### config.mk
export PLATFORM = sky130hd
export DESIGN_NAME = common_command_status_unit
export DESIGN_NICKNAME = d
export VERILOG_FILES = /design/src/common_status_pkg.sv /design/src/fail_code_encoder.sv /design/src/service_request_logic.sv /design/src/common_command_status_unit.sv
export SDC_FILE = /design/constraint.sdc
export NUM_CORES = 1
export LEC_CHECK = 0
export BUFFER_PORTS_ARGS = -buffer_cell sky130_fd_sc_hd__buf_4
export CAP_MARGIN = 30
export CORE_MARGIN = 5
export CORE_UTILIZATION = 47
export DETAILED_ROUTE_END_ITERATION = 8
export HOLD_SLACK_MARGIN = 0.15
export PLACE_DENSITY = 0.77
export SLEW_MARGIN = 20
export SYNTH_ARGS = -nofsm -noshare
export SYNTH_HDL_FRONTEND = slang
export SYNTH_SLANG_ARGS = --single-unit
### constraint.sdc
create_clock -name CLK_I -period 3.3 [get_ports CLK_I]
set_input_delay 0.66 -clock CLK_I [delete_from_list [all_inputs] [get_ports CLK_I]]
set_output_delay 0.66 -clock CLK_I [all_outputs]
set_load 0.01 [all_outputs]
### src/common_status_pkg.sv
package common_status_pkg;

  // ==========================================================
  // Commands and carriers
  typedef enum logic [2:0] {
    CMD_SERVICE_REQUEST_MASK = 3'h0,
    CMD_MASK_QUERY = 3'h1,
    CMD_STATUS_SUMMARY_QUERY = 3'h2,
    CMD_HOST_BUS_TRIGGER = 3'h3,
    CMD_SELF_CHECK_QUERY = 3'h4,
    CMD_HOLD_UNTIL_DONE = 3'h5
  } cmd_code_t;

  typedef struct packed {
    cmd_code_t code;
    logic [15:0] arg;
  } cmd_req_t;

  typedef struct packed {
    logic fail;
    logic [8:0] id;
    logic chan_valid;
    logic [5:0] chan;
    logic range_valid;
    logic [2:0] range;
  } test_result_t;

  typedef enum logic [1:0] {
    ENTRY_TEST = 2'h0,
    ENTRY_CHAN = 2'h1,
    ENTRY_RANGE = 2'h2
  } entry_kind_t;

  // ==========================================================
  // Status byte layout
  localparam int BIT_OPER = 7;
  localparam int BIT_RQS = 6;
  localparam int BIT_STD = 5;
  localparam int BIT_MAV = 4;
  localparam int BIT_QUES = 3;
  localparam logic [7:0] MASK_WRITABLE = 8'hb8;
  localparam logic [7:0] MASK_RESET = 8'h00;
  localparam logic [7:0] BYTE_ZERO = 8'h00;

  // ==========================================================
  // Self check codes
  localparam logic [15:0] REPLY_PASS = 16'h0000;
  localparam logic [15:0] REPLY_FAIL = 16'hffff;
  localparam logic [15:0] ERR_SELF_CHECK = 16'h0bec;
  localparam logic [15:0] TEST_LOW_MIN = 16'h0001;
  localparam logic [15:0] TEST_LOW_MAX = 16'h0063;
  localparam logic [15:0] TEST_HIGH_MIN = 16'h012c;
  localparam logic [15:0] CHAN_BASE = 16'h0064;
  localparam logic [15:0] CHAN_MAX = 16'h00a3;
  localparam logic [15:0] RANGE_BASE = 16'h00c8;
  localparam logic [15:0] RANGE_MAX = 16'h00cc;
  localparam logic [2:0] RANGE_LAST = 3'h4;
  localparam logic [8:0] TEST_FIRST = 9'h001;
  localparam logic [8:0] TEST_A24_LO = 9'h002;
  localparam logic [8:0] TEST_A24_HI = 9'h003;
  localparam logic [8:0] TEST_MEAS = 9'h006;
  localparam logic [8:0] TEST_FIFO_IRQ = 9'h007;
  localparam logic [8:0] TEST_LAST_DIGITAL = 9'h009;
  localparam logic [8:0] TEST_REST_GROUP = 9'h000;

endpackage

### src/fail_code_encoder.sv
`timescale 1ns/1ps
module fail_code_encoder
  import common_status_pkg::*;
(
  // Entry selection
  input wire entry_kind_t kind_i,
  input wire logic [8:0] value_i,
  // Encoded entry
  output logic [15:0] code_o,
  output logic ok_o
);

  always_comb
  begin
    code_o = {7'h00, value_i};
    ok_o = 1'b0;
    case (kind_i)
      ENTRY_TEST:
      begin
        code_o = {7'h00, value_i};
        ok_o = (code_o >= TEST_LOW_MIN && code_o <= TEST_LOW_MAX) || code_o >= TEST_HIGH_MIN;
      end
      ENTRY_CHAN:
      begin
        code_o = CHAN_BASE + {10'h000, value_i[5:0]};
        ok_o = 1'b1;
      end
      ENTRY_RANGE:
      begin
        code_o = RANGE_BASE + {13'h0000, value_i[2:0]};
        ok_o = value_i[2:0] <= RANGE_LAST;
      end
      default:
      begin
        code_o = {7'h00, value_i};
        ok_o = 1'b0;
      end
    endcase
  end

endmodule

### src/service_request_logic.sv
`timescale 1ns/1ps
module service_request_logic
  import common_status_pkg::*;
(
  // Clock and reset
  input wire logic clk_i,
  input wire logic rst_n_i,
  // Event summaries
  input wire logic oper_i,
  input wire logic std_i,
  input wire logic mav_i,
  input wire logic ques_i,
  input wire logic [7:0] mask_i,
  // Status
  output logic [7:0] stb_o,
  output logic rqs_o,
  output logic enabled_any_o
);

  logic [7:0] summary;
  logic [7:0] enabled;
  logic [7:0] enabled_prev;
  logic rqs;

  // ==========================================================
  // Summary and request
  always_comb
  begin
    summary = BYTE_ZERO;
    summary[BIT_OPER] = oper_i;
    summary[BIT_STD] = std_i;
    summary[BIT_MAV] = mav_i;
    summary[BIT_QUES] = ques_i;
    enabled = summary & mask_i;
    stb_o = summary;
    stb_o[BIT_RQS] = rqs;
  end

  assign rqs_o = rqs;
  assign enabled_any_o = |enabled;

  always_ff @(posedge clk_i)
  begin
    if (!rst_n_i)
      enabled_prev <= BYTE_ZERO;
    else
      enabled_prev <= enabled;
  end

  // A new enabled event wins over the release in the same cycle
  always_ff @(posedge clk_i)
  begin
    if (!rst_n_i)
      rqs <= 1'b0;
    else if (|(enabled & ~enabled_prev))
      rqs <= 1'b1;
    else if (enabled == BYTE_ZERO)
      rqs <= 1'b0;
  end
endmodule

### src/common_command_status_unit.sv
`timescale 1ns/1ps
module common_command_status_unit
  import common_status_pkg::*;
(
  // Clock and reset
  input wire logic CLK_I,
  input wire logic RST_N_I,
  // Command port
  input wire logic CMD_VALID_I,
  input wire cmd_req_t CMD_I,
  output logic CMD_READY_O,
  // Output queue
  output logic RESP_VALID_O,
  output logic [15:0] RESP_DATA_O,
  input wire logic RESP_TAKEN_I,
  // Event summaries
  input wire logic OPER_SUM_I,
  input wire logic STD_SUM_I,
  input wire logic QUES_SUM_I,
  output logic [7:0] STATUS_BYTE_O,
  // Service request pin, open drain
  output logic SRQ_O,
  output logic SRQ_OE_O,
  // Trigger system
  input wire logic TRIG_SRC_BUS_I,
  input wire logic TRIG_WAITING_I,
  output logic TRIG_O,
  // Operation in progress
  input wire logic OP_BUSY_I,
  // Test engine
  output logic TEST_REQ_O,
  output logic [8:0] TEST_NUM_O,
  output logic TEST_A24_O,
  input wire logic TEST_DONE_I,
  input wire test_result_t TEST_RESULT_I,
  input wire logic FIFO_HALF_IRQ_I,
  input wire logic FIFO_FULL_IRQ_I,
  input wire logic MEAS_STAT_I,
  // Data FIFO and error queue
  output logic FIFO_WR_O,
  output logic [15:0] FIFO_DATA_O,
  output logic ERR_PUSH_O,
  output logic [15:0] ERR_CODE_O,
  output logic DEFAULTS_O
);

  typedef enum logic [3:0] {
    ST_IDLE = 4'h0,
    ST_ISSUE = 4'h1,
    ST_WAIT = 4'h3,
    ST_LOG_TEST = 4'h2,
    ST_LOG_CHAN = 4'h6,
    ST_LOG_RANGE = 4'h7,
    ST_NEXT = 4'h5,
    ST_ERR = 4'h4,
    ST_DEFAULTS = 4'hc,
    ST_REPLY = 4'hd
  } check_state_t;

  check_state_t st;
  check_state_t next_st;
  logic accept;
  logic [7:0] mask;
  logic [7:0] stb;
  logic rqs;
  logic enabled_any;
  logic holding;
  logic [8:0] test_num;
  logic [8:0] fail_id;
  test_result_t res;
  logic any_fail;
  logic step_fail;
  logic seen_half;
  logic seen_full;
  logic seen_meas;
  entry_kind_t enc_kind;
  logic [8:0] enc_value;
  logic [15:0] enc_code;
  logic enc_ok;

  assign accept = CMD_VALID_I && CMD_READY_O;

  // ==========================================================
  // Status byte and service request
  service_request_logic u_srq (
    .clk_i(CLK_I),
    .rst_n_i(RST_N_I),
    .oper_i(OPER_SUM_I),
    .std_i(STD_SUM_I),
    .mav_i(RESP_VALID_O),
    .ques_i(QUES_SUM_I),
    .mask_i(mask),
    .stb_o(stb),
    .rqs_o(rqs),
    .enabled_any_o(enabled_any)
  );

  // Request bit cannot itself be enabled
  always_ff @(posedge CLK_I)
  begin
    if (!RST_N_I)
      mask <= MASK_RESET;
    else if (accept && CMD_I.code == CMD_SERVICE_REQUEST_MASK)
      mask <= CMD_I.arg[7:0] & MASK_WRITABLE;
  end

  always_ff @(posedge CLK_I)
  begin
    if (!RST_N_I)
    begin
      SRQ_O <= 1'b0;
      SRQ_OE_O <= 1'b0;
      STATUS_BYTE_O <= BYTE_ZERO;
    end
    else
    begin
      SRQ_O <= 1'b0;
      SRQ_OE_O <= rqs;
      STATUS_BYTE_O <= stb;
    end
  end

  // ==========================================================
  // Command acceptance
  // Ready drops for a cycle after each accept so effects settle
  always_ff @(posedge CLK_I)
  begin
    if (!RST_N_I)
      CMD_READY_O <= 1'b0;
    else if (accept)
      CMD_READY_O <= 1'b0;
    else
      CMD_READY_O <= st == ST_IDLE && !RESP_VALID_O && !holding;
  end

  always_ff @(posedge CLK_I)
  begin
    if (!RST_N_I)
      holding <= 1'b0;
    else if (accept && CMD_I.code == CMD_HOLD_UNTIL_DONE)
      holding <= 1'b1;
    else if (!OP_BUSY_I)
      holding <= 1'b0;
  end

  always_ff @(posedge CLK_I)
  begin
    if (!RST_N_I)
      TRIG_O <= 1'b0;
    else
      TRIG_O <= accept && CMD_I.code == CMD_HOST_BUS_TRIGGER
                && TRIG_SRC_BUS_I && TRIG_WAITING_I;
  end

  // ==========================================================
  // Output queue, one entry
  always_ff @(posedge CLK_I)
  begin
    if (!RST_N_I)
    begin
      RESP_VALID_O <= 1'b0;
      RESP_DATA_O <= REPLY_PASS;
    end
    else if (accept && CMD_I.code == CMD_MASK_QUERY)
    begin
      RESP_VALID_O <= 1'b1;
      RESP_DATA_O <= {BYTE_ZERO, mask};
    end
    else if (accept && CMD_I.code == CMD_STATUS_SUMMARY_QUERY)
    begin
      RESP_VALID_O <= 1'b1;
      RESP_DATA_O <= {BYTE_ZERO, stb};
    end
    else if (st == ST_REPLY)
    begin
      RESP_VALID_O <= 1'b1;
      RESP_DATA_O <= any_fail ? REPLY_FAIL : REPLY_PASS;
    end
    else if (RESP_TAKEN_I)
      RESP_VALID_O <= 1'b0;
  end

  // ==========================================================
  // Self check sequencer
  always_comb
  begin
    step_fail = TEST_RESULT_I.fail;
    if (test_num == TEST_FIFO_IRQ)
      step_fail = step_fail || !(seen_half || FIFO_HALF_IRQ_I)
                  || !(seen_full || FIFO_FULL_IRQ_I);
    if (test_num == TEST_MEAS)
      step_fail = step_fail || !(seen_meas || MEAS_STAT_I);
  end

  always_comb
  begin
    next_st = st;
    case (st)
      ST_IDLE:
        if (accept && CMD_I.code == CMD_SELF_CHECK_QUERY)
          next_st = ST_ISSUE;
      ST_ISSUE:
        next_st = ST_WAIT;
      ST_WAIT:
        if (TEST_DONE_I)
          next_st = step_fail ? ST_LOG_TEST : ST_NEXT;
      ST_LOG_TEST:
        next_st = res.chan_valid ? ST_LOG_CHAN : (res.range_valid ? ST_LOG_RANGE : ST_NEXT);
      ST_LOG_CHAN:
        next_st = res.range_valid ? ST_LOG_RANGE : ST_NEXT;
      ST_LOG_RANGE:
        next_st = ST_NEXT;
      ST_NEXT:
        if (test_num != TEST_REST_GROUP)
          next_st = ST_ISSUE;
        else
          next_st = any_fail ? ST_ERR : ST_DEFAULTS;
      ST_ERR:
        next_st = ST_DEFAULTS;
      ST_DEFAULTS:
        next_st = ST_REPLY;
      ST_REPLY:
        next_st = ST_IDLE;
      default:
        next_st = ST_IDLE;
    endcase
  end

  always_ff @(posedge CLK_I)
  begin
    if (!RST_N_I)
      st <= ST_IDLE;
    else
      st <= next_st;
  end

  // Digital tests run in order, then one request for all other groups
  always_ff @(posedge CLK_I)
  begin
    if (!RST_N_I)
      test_num <= TEST_FIRST;
    else if (st == ST_IDLE)
      test_num <= TEST_FIRST;
    else if (st == ST_NEXT && test_num == TEST_LAST_DIGITAL)
      test_num <= TEST_REST_GROUP;
    else if (st == ST_NEXT && test_num != TEST_REST_GROUP)
      test_num <= test_num + TEST_FIRST;
  end

  always_ff @(posedge CLK_I)
  begin
    if (!RST_N_I)
    begin
      seen_half <= 1'b0;
      seen_full <= 1'b0;
      seen_meas <= 1'b0;
    end
    else if (st == ST_ISSUE)
    begin
      seen_half <= 1'b0;
      seen_full <= 1'b0;
      seen_meas <= 1'b0;
    end
    else if (st == ST_WAIT)
    begin
      seen_half <= seen_half || FIFO_HALF_IRQ_I;
      seen_full <= seen_full || FIFO_FULL_IRQ_I;
      seen_meas <= seen_meas || MEAS_STAT_I;
    end
  end

  always_ff @(posedge CLK_I)
  begin
    if (!RST_N_I)
    begin
      res <= '0;
      fail_id <= TEST_REST_GROUP;
      any_fail <= 1'b0;
    end
    else if (st == ST_IDLE)
      any_fail <= 1'b0;
    else if (st == ST_WAIT && TEST_DONE_I)
    begin
      res <= TEST_RESULT_I;
      fail_id <= (test_num == TEST_REST_GROUP) ? TEST_RESULT_I.id : test_num;
      any_fail <= any_fail || step_fail;
    end
  end

  always_ff @(posedge CLK_I)
  begin
    if (!RST_N_I)
    begin
      TEST_REQ_O <= 1'b0;
      TEST_NUM_O <= TEST_REST_GROUP;
      TEST_A24_O <= 1'b0;
    end
    else
    begin
      TEST_REQ_O <= st == ST_ISSUE;
      if (st == ST_ISSUE)
      begin
        TEST_NUM_O <= test_num;
        TEST_A24_O <= test_num == TEST_A24_LO || test_num == TEST_A24_HI;
      end
    end
  end

  // ==========================================================
  // Failure entries and closing actions
  always_comb
  begin
    enc_kind = ENTRY_TEST;
    enc_value = fail_id;
    case (st)
      ST_LOG_CHAN:
      begin
        enc_kind = ENTRY_CHAN;
        enc_value = {3'h0, res.chan};
      end
      ST_LOG_RANGE:
      begin
        enc_kind = ENTRY_RANGE;
        enc_value = {6'h00, res.range};
      end
      default:
      begin
        enc_kind = ENTRY_TEST;
        enc_value = fail_id;
      end
    endcase
  end

  fail_code_encoder u_enc (
    .kind_i(enc_kind),
    .value_i(enc_value),
    .code_o(enc_code),
    .ok_o(enc_ok)
  );

  // Out-of-band codes from the engine are dropped, not logged
  always_ff @(posedge CLK_I)
  begin
    if (!RST_N_I)
    begin
      FIFO_WR_O <= 1'b0;
      FIFO_DATA_O <= REPLY_PASS;
    end
    else
    begin
      FIFO_WR_O <= (st == ST_LOG_TEST || st == ST_LOG_CHAN || st == ST_LOG_RANGE) && enc_ok;
      FIFO_DATA_O <= enc_code;
    end
  end

  always_ff @(posedge CLK_I)
  begin
    if (!RST_N_I)
    begin
      ERR_PUSH_O <= 1'b0;
      ERR_CODE_O <= REPLY_PASS;
      DEFAULTS_O <= 1'b0;
    end
    else
    begin
      ERR_PUSH_O <= st == ST_ERR;
      ERR_CODE_O <= ERR_SELF_CHECK;
      DEFAULTS_O <= st == ST_DEFAULTS;
    end
  end
endmodule

* After elaboration in Yosys (flattened, before gate mapping)
Cells that the tools add are included.
** Storage, ports and cells
- Register bits :: 125
- Input bits :: 54
- Output and inout port bits :: 75
- Logic and storage cells :: 148
** Operators by class
- $add $sub $neg :: 3
- $lt $le $gt $ge :: 4
- Eq/ne operators :: 24
- Multiplexer cells :: 30
- Bitwise operators :: 5
- Reductions and logical operators :: 50
** Operators by type and width (number)
- $pmux W4 S9 :: 1
- $pmux W16 S2 :: 1
- $mux W8 :: 3
- $mux W4 :: 5
- $eq A9 B2 Y1 const B :: 2
- $eq A9 B3 Y1 const B :: 2
- $pmux W9 S2 :: 1
- $and A8 B8 Y8 :: 2
- $eq A4 B3 Y1 const B :: 4
- $logic_and A1 B1 Y1 :: 16
- $mux W16 :: 1
- $mux W1 :: 12
- $mux W12 :: 1
- $logic_or A1 B1 Y1 :: 11
- $add A8 B3 Y9 const A :: 1
- $add A9 B1 Y9 const B :: 1
- $eq A9 B4 Y1 const B :: 1
- $ge A9 B1 Y1 const B :: 1
- $ge A9 B9 Y1 const B :: 1
- $le A9 B7 Y1 const B :: 1
- $logic_not A9 Y1 :: 1
- $mux W9 :: 1
- $reduce_bool A9 Y1 :: 1
- $add A7 B6 Y8 const A :: 1
- 29 further kinds :: 44

* Depth between registers and ports, before layout
- Depth after elaboration :: 10
- Gate-level depth with buffers :: 15
- Depth with buffers taken out :: 13

* Hierarchy
Synthesis repeated with hierarchy kept, for this count alone.
** Unflattened totals
- Cell total of the unflattened synthesis :: 538
- Area total of the unflattened synthesis :: 4618.2 sq um
** Modules (own cells, without submodules)
- common_command_status_unit :: times used 1, cells an instance 448, area each 3958.8 sq um
- fail_code_encoder :: times used 1, cells an instance 62, area each 404.1 sq um
- service_request_logic :: times used 1, cells an instance 28, area each 255.2 sq um

* Least setup slack after synthesis
Ideal clock, no wire load.
- Kind :: register to register
- From :: register st[0]
- To :: register FIFO_WR_O
- Arrival time :: 3.192 ns
- Path slack :: -0.012 ns
- Stages on the path, launching flop included :: 15
- Clock period less this slack :: 3.312 ns
- Path through :: dfxtp_1 > buf_2 > nor4bb_1 > inv_1 > ha_1 > buf_2 > nand4bb_1 > o21ai_1 > inv_1 > ha_1 > nand4b_1 > nor4_1 > or4b_1 > a211oi_1 > nor2_1
** On the way
- Longest elaborated chain between the ends :: 7
** Ends and longest elaborated chain
- start, declared :: line common_command_status_unit.sv:60 : check_state_t st;
- start signal, assigned :: line common_command_status_unit.sv:234 : st <= next_st;
- $eq A4 B3 Y1 :: line common_command_status_unit.sv:315, common_command_status_unit.sv:351
- $pmux W9 S2 :: line common_command_status_unit.sv:315 : case (st)
- $ge A9 B1 Y1 or $le A9 B7 Y1 (tied branches) :: line fail_code_encoder.sv:21 : ok_o = (code_o >= TEST_LOW_MIN && code_o <= TEST_LOW_MAX) || code_o >= TEST_HIGH_MIN;
- $logic_and A1 B1 Y1 :: line fail_code_encoder.sv:21
- $logic_or A1 B1 Y1 :: line fail_code_encoder.sv:21
- $pmux W1 S3 :: line fail_code_encoder.sv:17 : case (kind_i)
- $logic_and A1 B1 Y1 (*) :: line common_command_status_unit.sv:351 : FIFO_WR_O <= (st == ST_LOG_TEST || st == ST_LOG_CHAN || st == ST_LOG_RANGE) && enc_ok;
- end signal, assigned :: line common_command_status_unit.sv:351
- end, declared :: line common_command_status_unit.sv:40 : output logic FIFO_WR_O,
Mark *: on every way between the ends. The rest lies on a longest branch, timed or not.
A chain may end at the register's enable or synchronous reset.

* Worst setup path in the final report
Ends and elaborated chain as after synthesis.

==> results.json <==
{
  "wl_met3_um": 740,
  "antenna_cells": 0,
  "clk_path_buf_depth": 2,
  "yosysMostFrequentCell": "dfxtp_1",
  "cp_slowest_cell": "dfxtp_1",
  "first_pass_iters": 5,
  "worstSetupPathType": "register to register",
  "synth_edf_count": 0,
  "grt_pass1_vias": 3501,
  "ys_warn_count": 0,
  "power.leakage_nw": 2.21,
  "ys_top_cells_by_count": "dfxtp_1 (86), nand2_1 (84), a21oi_1 (41), nor2_1 (41), buf_4 (38)",
  "wl_per_cell_um": 14.5,
  "vias_per_cell": 5.41,
  "hpwlAfterDp_um": 7620,
  "wl_met2_um": 4800,
  "die_area_um2": 11100,
  "worstPathCellList": "nand4_1 > ha_1 > nand4bb_2 > nor2_1 > a22oi_1 > ha_1 > nand4b_1 > nor4_1 > or4b_1 > a211oi_1 > nor2_1",
  "async_flop_share_pct": 0,
  "end_kind": "register",
  "cp-start-kind": "register",
  "power_density_nw_per_um2": 392,
  "maxCapViolations": 0,
  "syn-instance-count": 520,
  "yosys.area.top_type_share_pct": 40.2,
  "syn2layout_area_growth_pct": 20.0,
  "clk_root_buffer_cell": "clkbuf_8",
  "vdd_drop_max_mv": 0.204,
  "grt_overflow": 0,
  "fin_crit_sh_pct": 91.5,
  "wl_met1_um": 4510,
  "slowest_delay_ns": 0.58,
  "crit_fanout": 11,
  "finalPower_w": 0.00202,
  "skew_ns": 0.0129,
  "ys_ff_latch": 86,
  "insertion_delay_ns": 0.36,
  "synth_area_leaders": "dfxtp_1 (40%), nand2_1 (7.4%), buf_4 (6.7%), a21oi_1 (4.8%), a21boi_0 (3.7%)",
  "cts_sinks": 86,
  "die-height_um": 105,
  "gp_congestion": 0.877,
  "cp.arrival_ns": 3.27,
  "coreArea_um2": 8810,
  "die_x_um": 105,
  "r2r_cells": 11,
  "num_vias": 3817,
  "cts.clk_slew.worst_paths_ns": 0.10,
  "required_ns": 3.55,
  "synth_cell_types": 56,
  "cts_tree": "built",
  "outcome": "finished, final reports clean",
  "netlist.top_cell.by_area": "dfxtp_1",
  "initial_core_util_pct": 48.6,
  "holdPathStages": 1,
  "dr.max_layer_used": "met4",
  "syn_area_um2": 4280,
  "grt_max_degree": 67,
  "grt_setup_unrepaired": "no",
  "drt_iter0_markers": 324,
  "synthFlopType": "dfxtp_1",
  "ys_seq_area_share_pct": 40.2,
  "final-max-slew-violation-count": 0,
  "grt_use_total_pct": 18.1,
  "drt_wl_total_um": 10200,
  "max_slew_margin_pct": 46.3,
  "layout.nets": 658,
  "setup_viol": 0,
  "finalCriticalPeriod_ns": 3.02,
  "antenna_found_initial": 0,
  "postRouteAntennaNets": 0,
  "syn_area_per_cell_um2": 8.24,
  "cts_buffers": 9,
  "final.setup.tns_ns": 0,
  "htreeDepth": 3,
  "cts_hold_buffers": 0,
  "min_path_type": "register to register",
  "io_pins": 129,
  "route.detailed.drc": 0,
  "hold_viol": 0,
  "drive_above_1_share_pct": 22.4,
  "grt_pass1_wl_um": 16700,
  "post_cts_buffers": 0,
  "worst_pin_slew_ns": 0.798,
  "port_buffers": 97,
  "fmax_mhz": 331,
  "rows": 34,
  "fin_util_pct": 58.4
}
## stage by stage
stage	setup slack, ns	hold slack, ns	cells	cell area [um2]
2_1_floorplan	0.0651	0.396	538	4360
3_3_place_gp	0.317	0.407	690	4910
3_5_place_dp	0.227	0.413	690	4910
4_1_cts	0.196	0.432	706	5130
5_1_grt	0.00565	0.456	706	5140
6_report	0.281	0.437	706	5140
## power by group
part | internal, W | total, W | switching (W)
Clock | 0.000437 | 0.000843 | 0.000406
Combinational | 0.0000604 | 0.000122 | 0.0000620
Sequential | 0.00104 | 0.00105 | 0.00000630
## per-layer routing
metal  vias up  global-route usage, %
met2       138                   29.1
met1      1768                   22.7
met3        21                   5.50
li1       1890                      -
met5         -                      0
met4         0                   7.69
## critical path, delay by kind of cell (launching register included)
kind	cells	cell delay [ns]
adders and majority gates	2	0.52
and+or+nand+nor	7	1.46
DFF	1	0.58
AOI/OAI and AO/OA	2	0.36
## timing repair
action,4_1_cts,5_1_grt
hold endpoints to repair,0,0
resized for setup,0,2
setup endpoints to repair,0,1
## worst paths after layout
check / slack [ns] / from / endpoint
worst max-delay path: 0.28 / st[0]$_SDFFE_PN0P_ / FIFO_WR_O$_SDFF_PN0_
worst min-delay path: 0.44 / holding$_SDFFE_PN0P_ / CMD_READY_O$_SDFF_PP0_
worst max register to register: 0.28 / st[0]$_SDFFE_PN0P_ / FIFO_WR_O$_SDFF_PN0_
worst min register to register: 0.44 / holding$_SDFFE_PN0P_ / CMD_READY_O$_SDFF_PP0_
## sequential cells by signal (all words and copies together), names as in the netlist, 4 cells and up
signal and flops:
STATUS_BYTE_O 5, RESP_DATA_O 7, TEST_NUM_O 9, FIFO_DATA_O 9, test_num 9, res 11
u_srq.enabled_prev 4, fail_id 9, st 4, mask 4
## cells by family (layout without fill, tap and decap cells)
group,after synthesis,count (layout),synth area share (%)
compound gates,126,126,19.4
buf+inv,77,137,10.2
other cells,1,19,0.0876
flops,86,86,40.2
mux,10,10,2.40
fa+ha+maj,11,11,3.21
simple gates,202,202,23.1
xor+xnor,7,7,1.43
## area by class of cell
class	instances	area [um2]
Fill cell	801	3660
Clock inverter	7	103
Multi-Input combinational cell	375	2200
Inverter	15	56.3
Timing Repair Buffer	106	796
Tap cell	108	135
Clock buffer	9	124
Sequential cell	86	1720
## layout by cell type (no fill, tap or decap), types with 10 or more instances in the layout
master,count
nor3_1,10
conb_1,19
nand2_1,84
inv_1,15
a21boi_0,21
nor2b_1,11
a21oi_1,41
o21ai_0,18
nor2_1,41
buf_4,106
ha_1,11
dfxtp_1,85
Power figures use the tool's default switching activity.
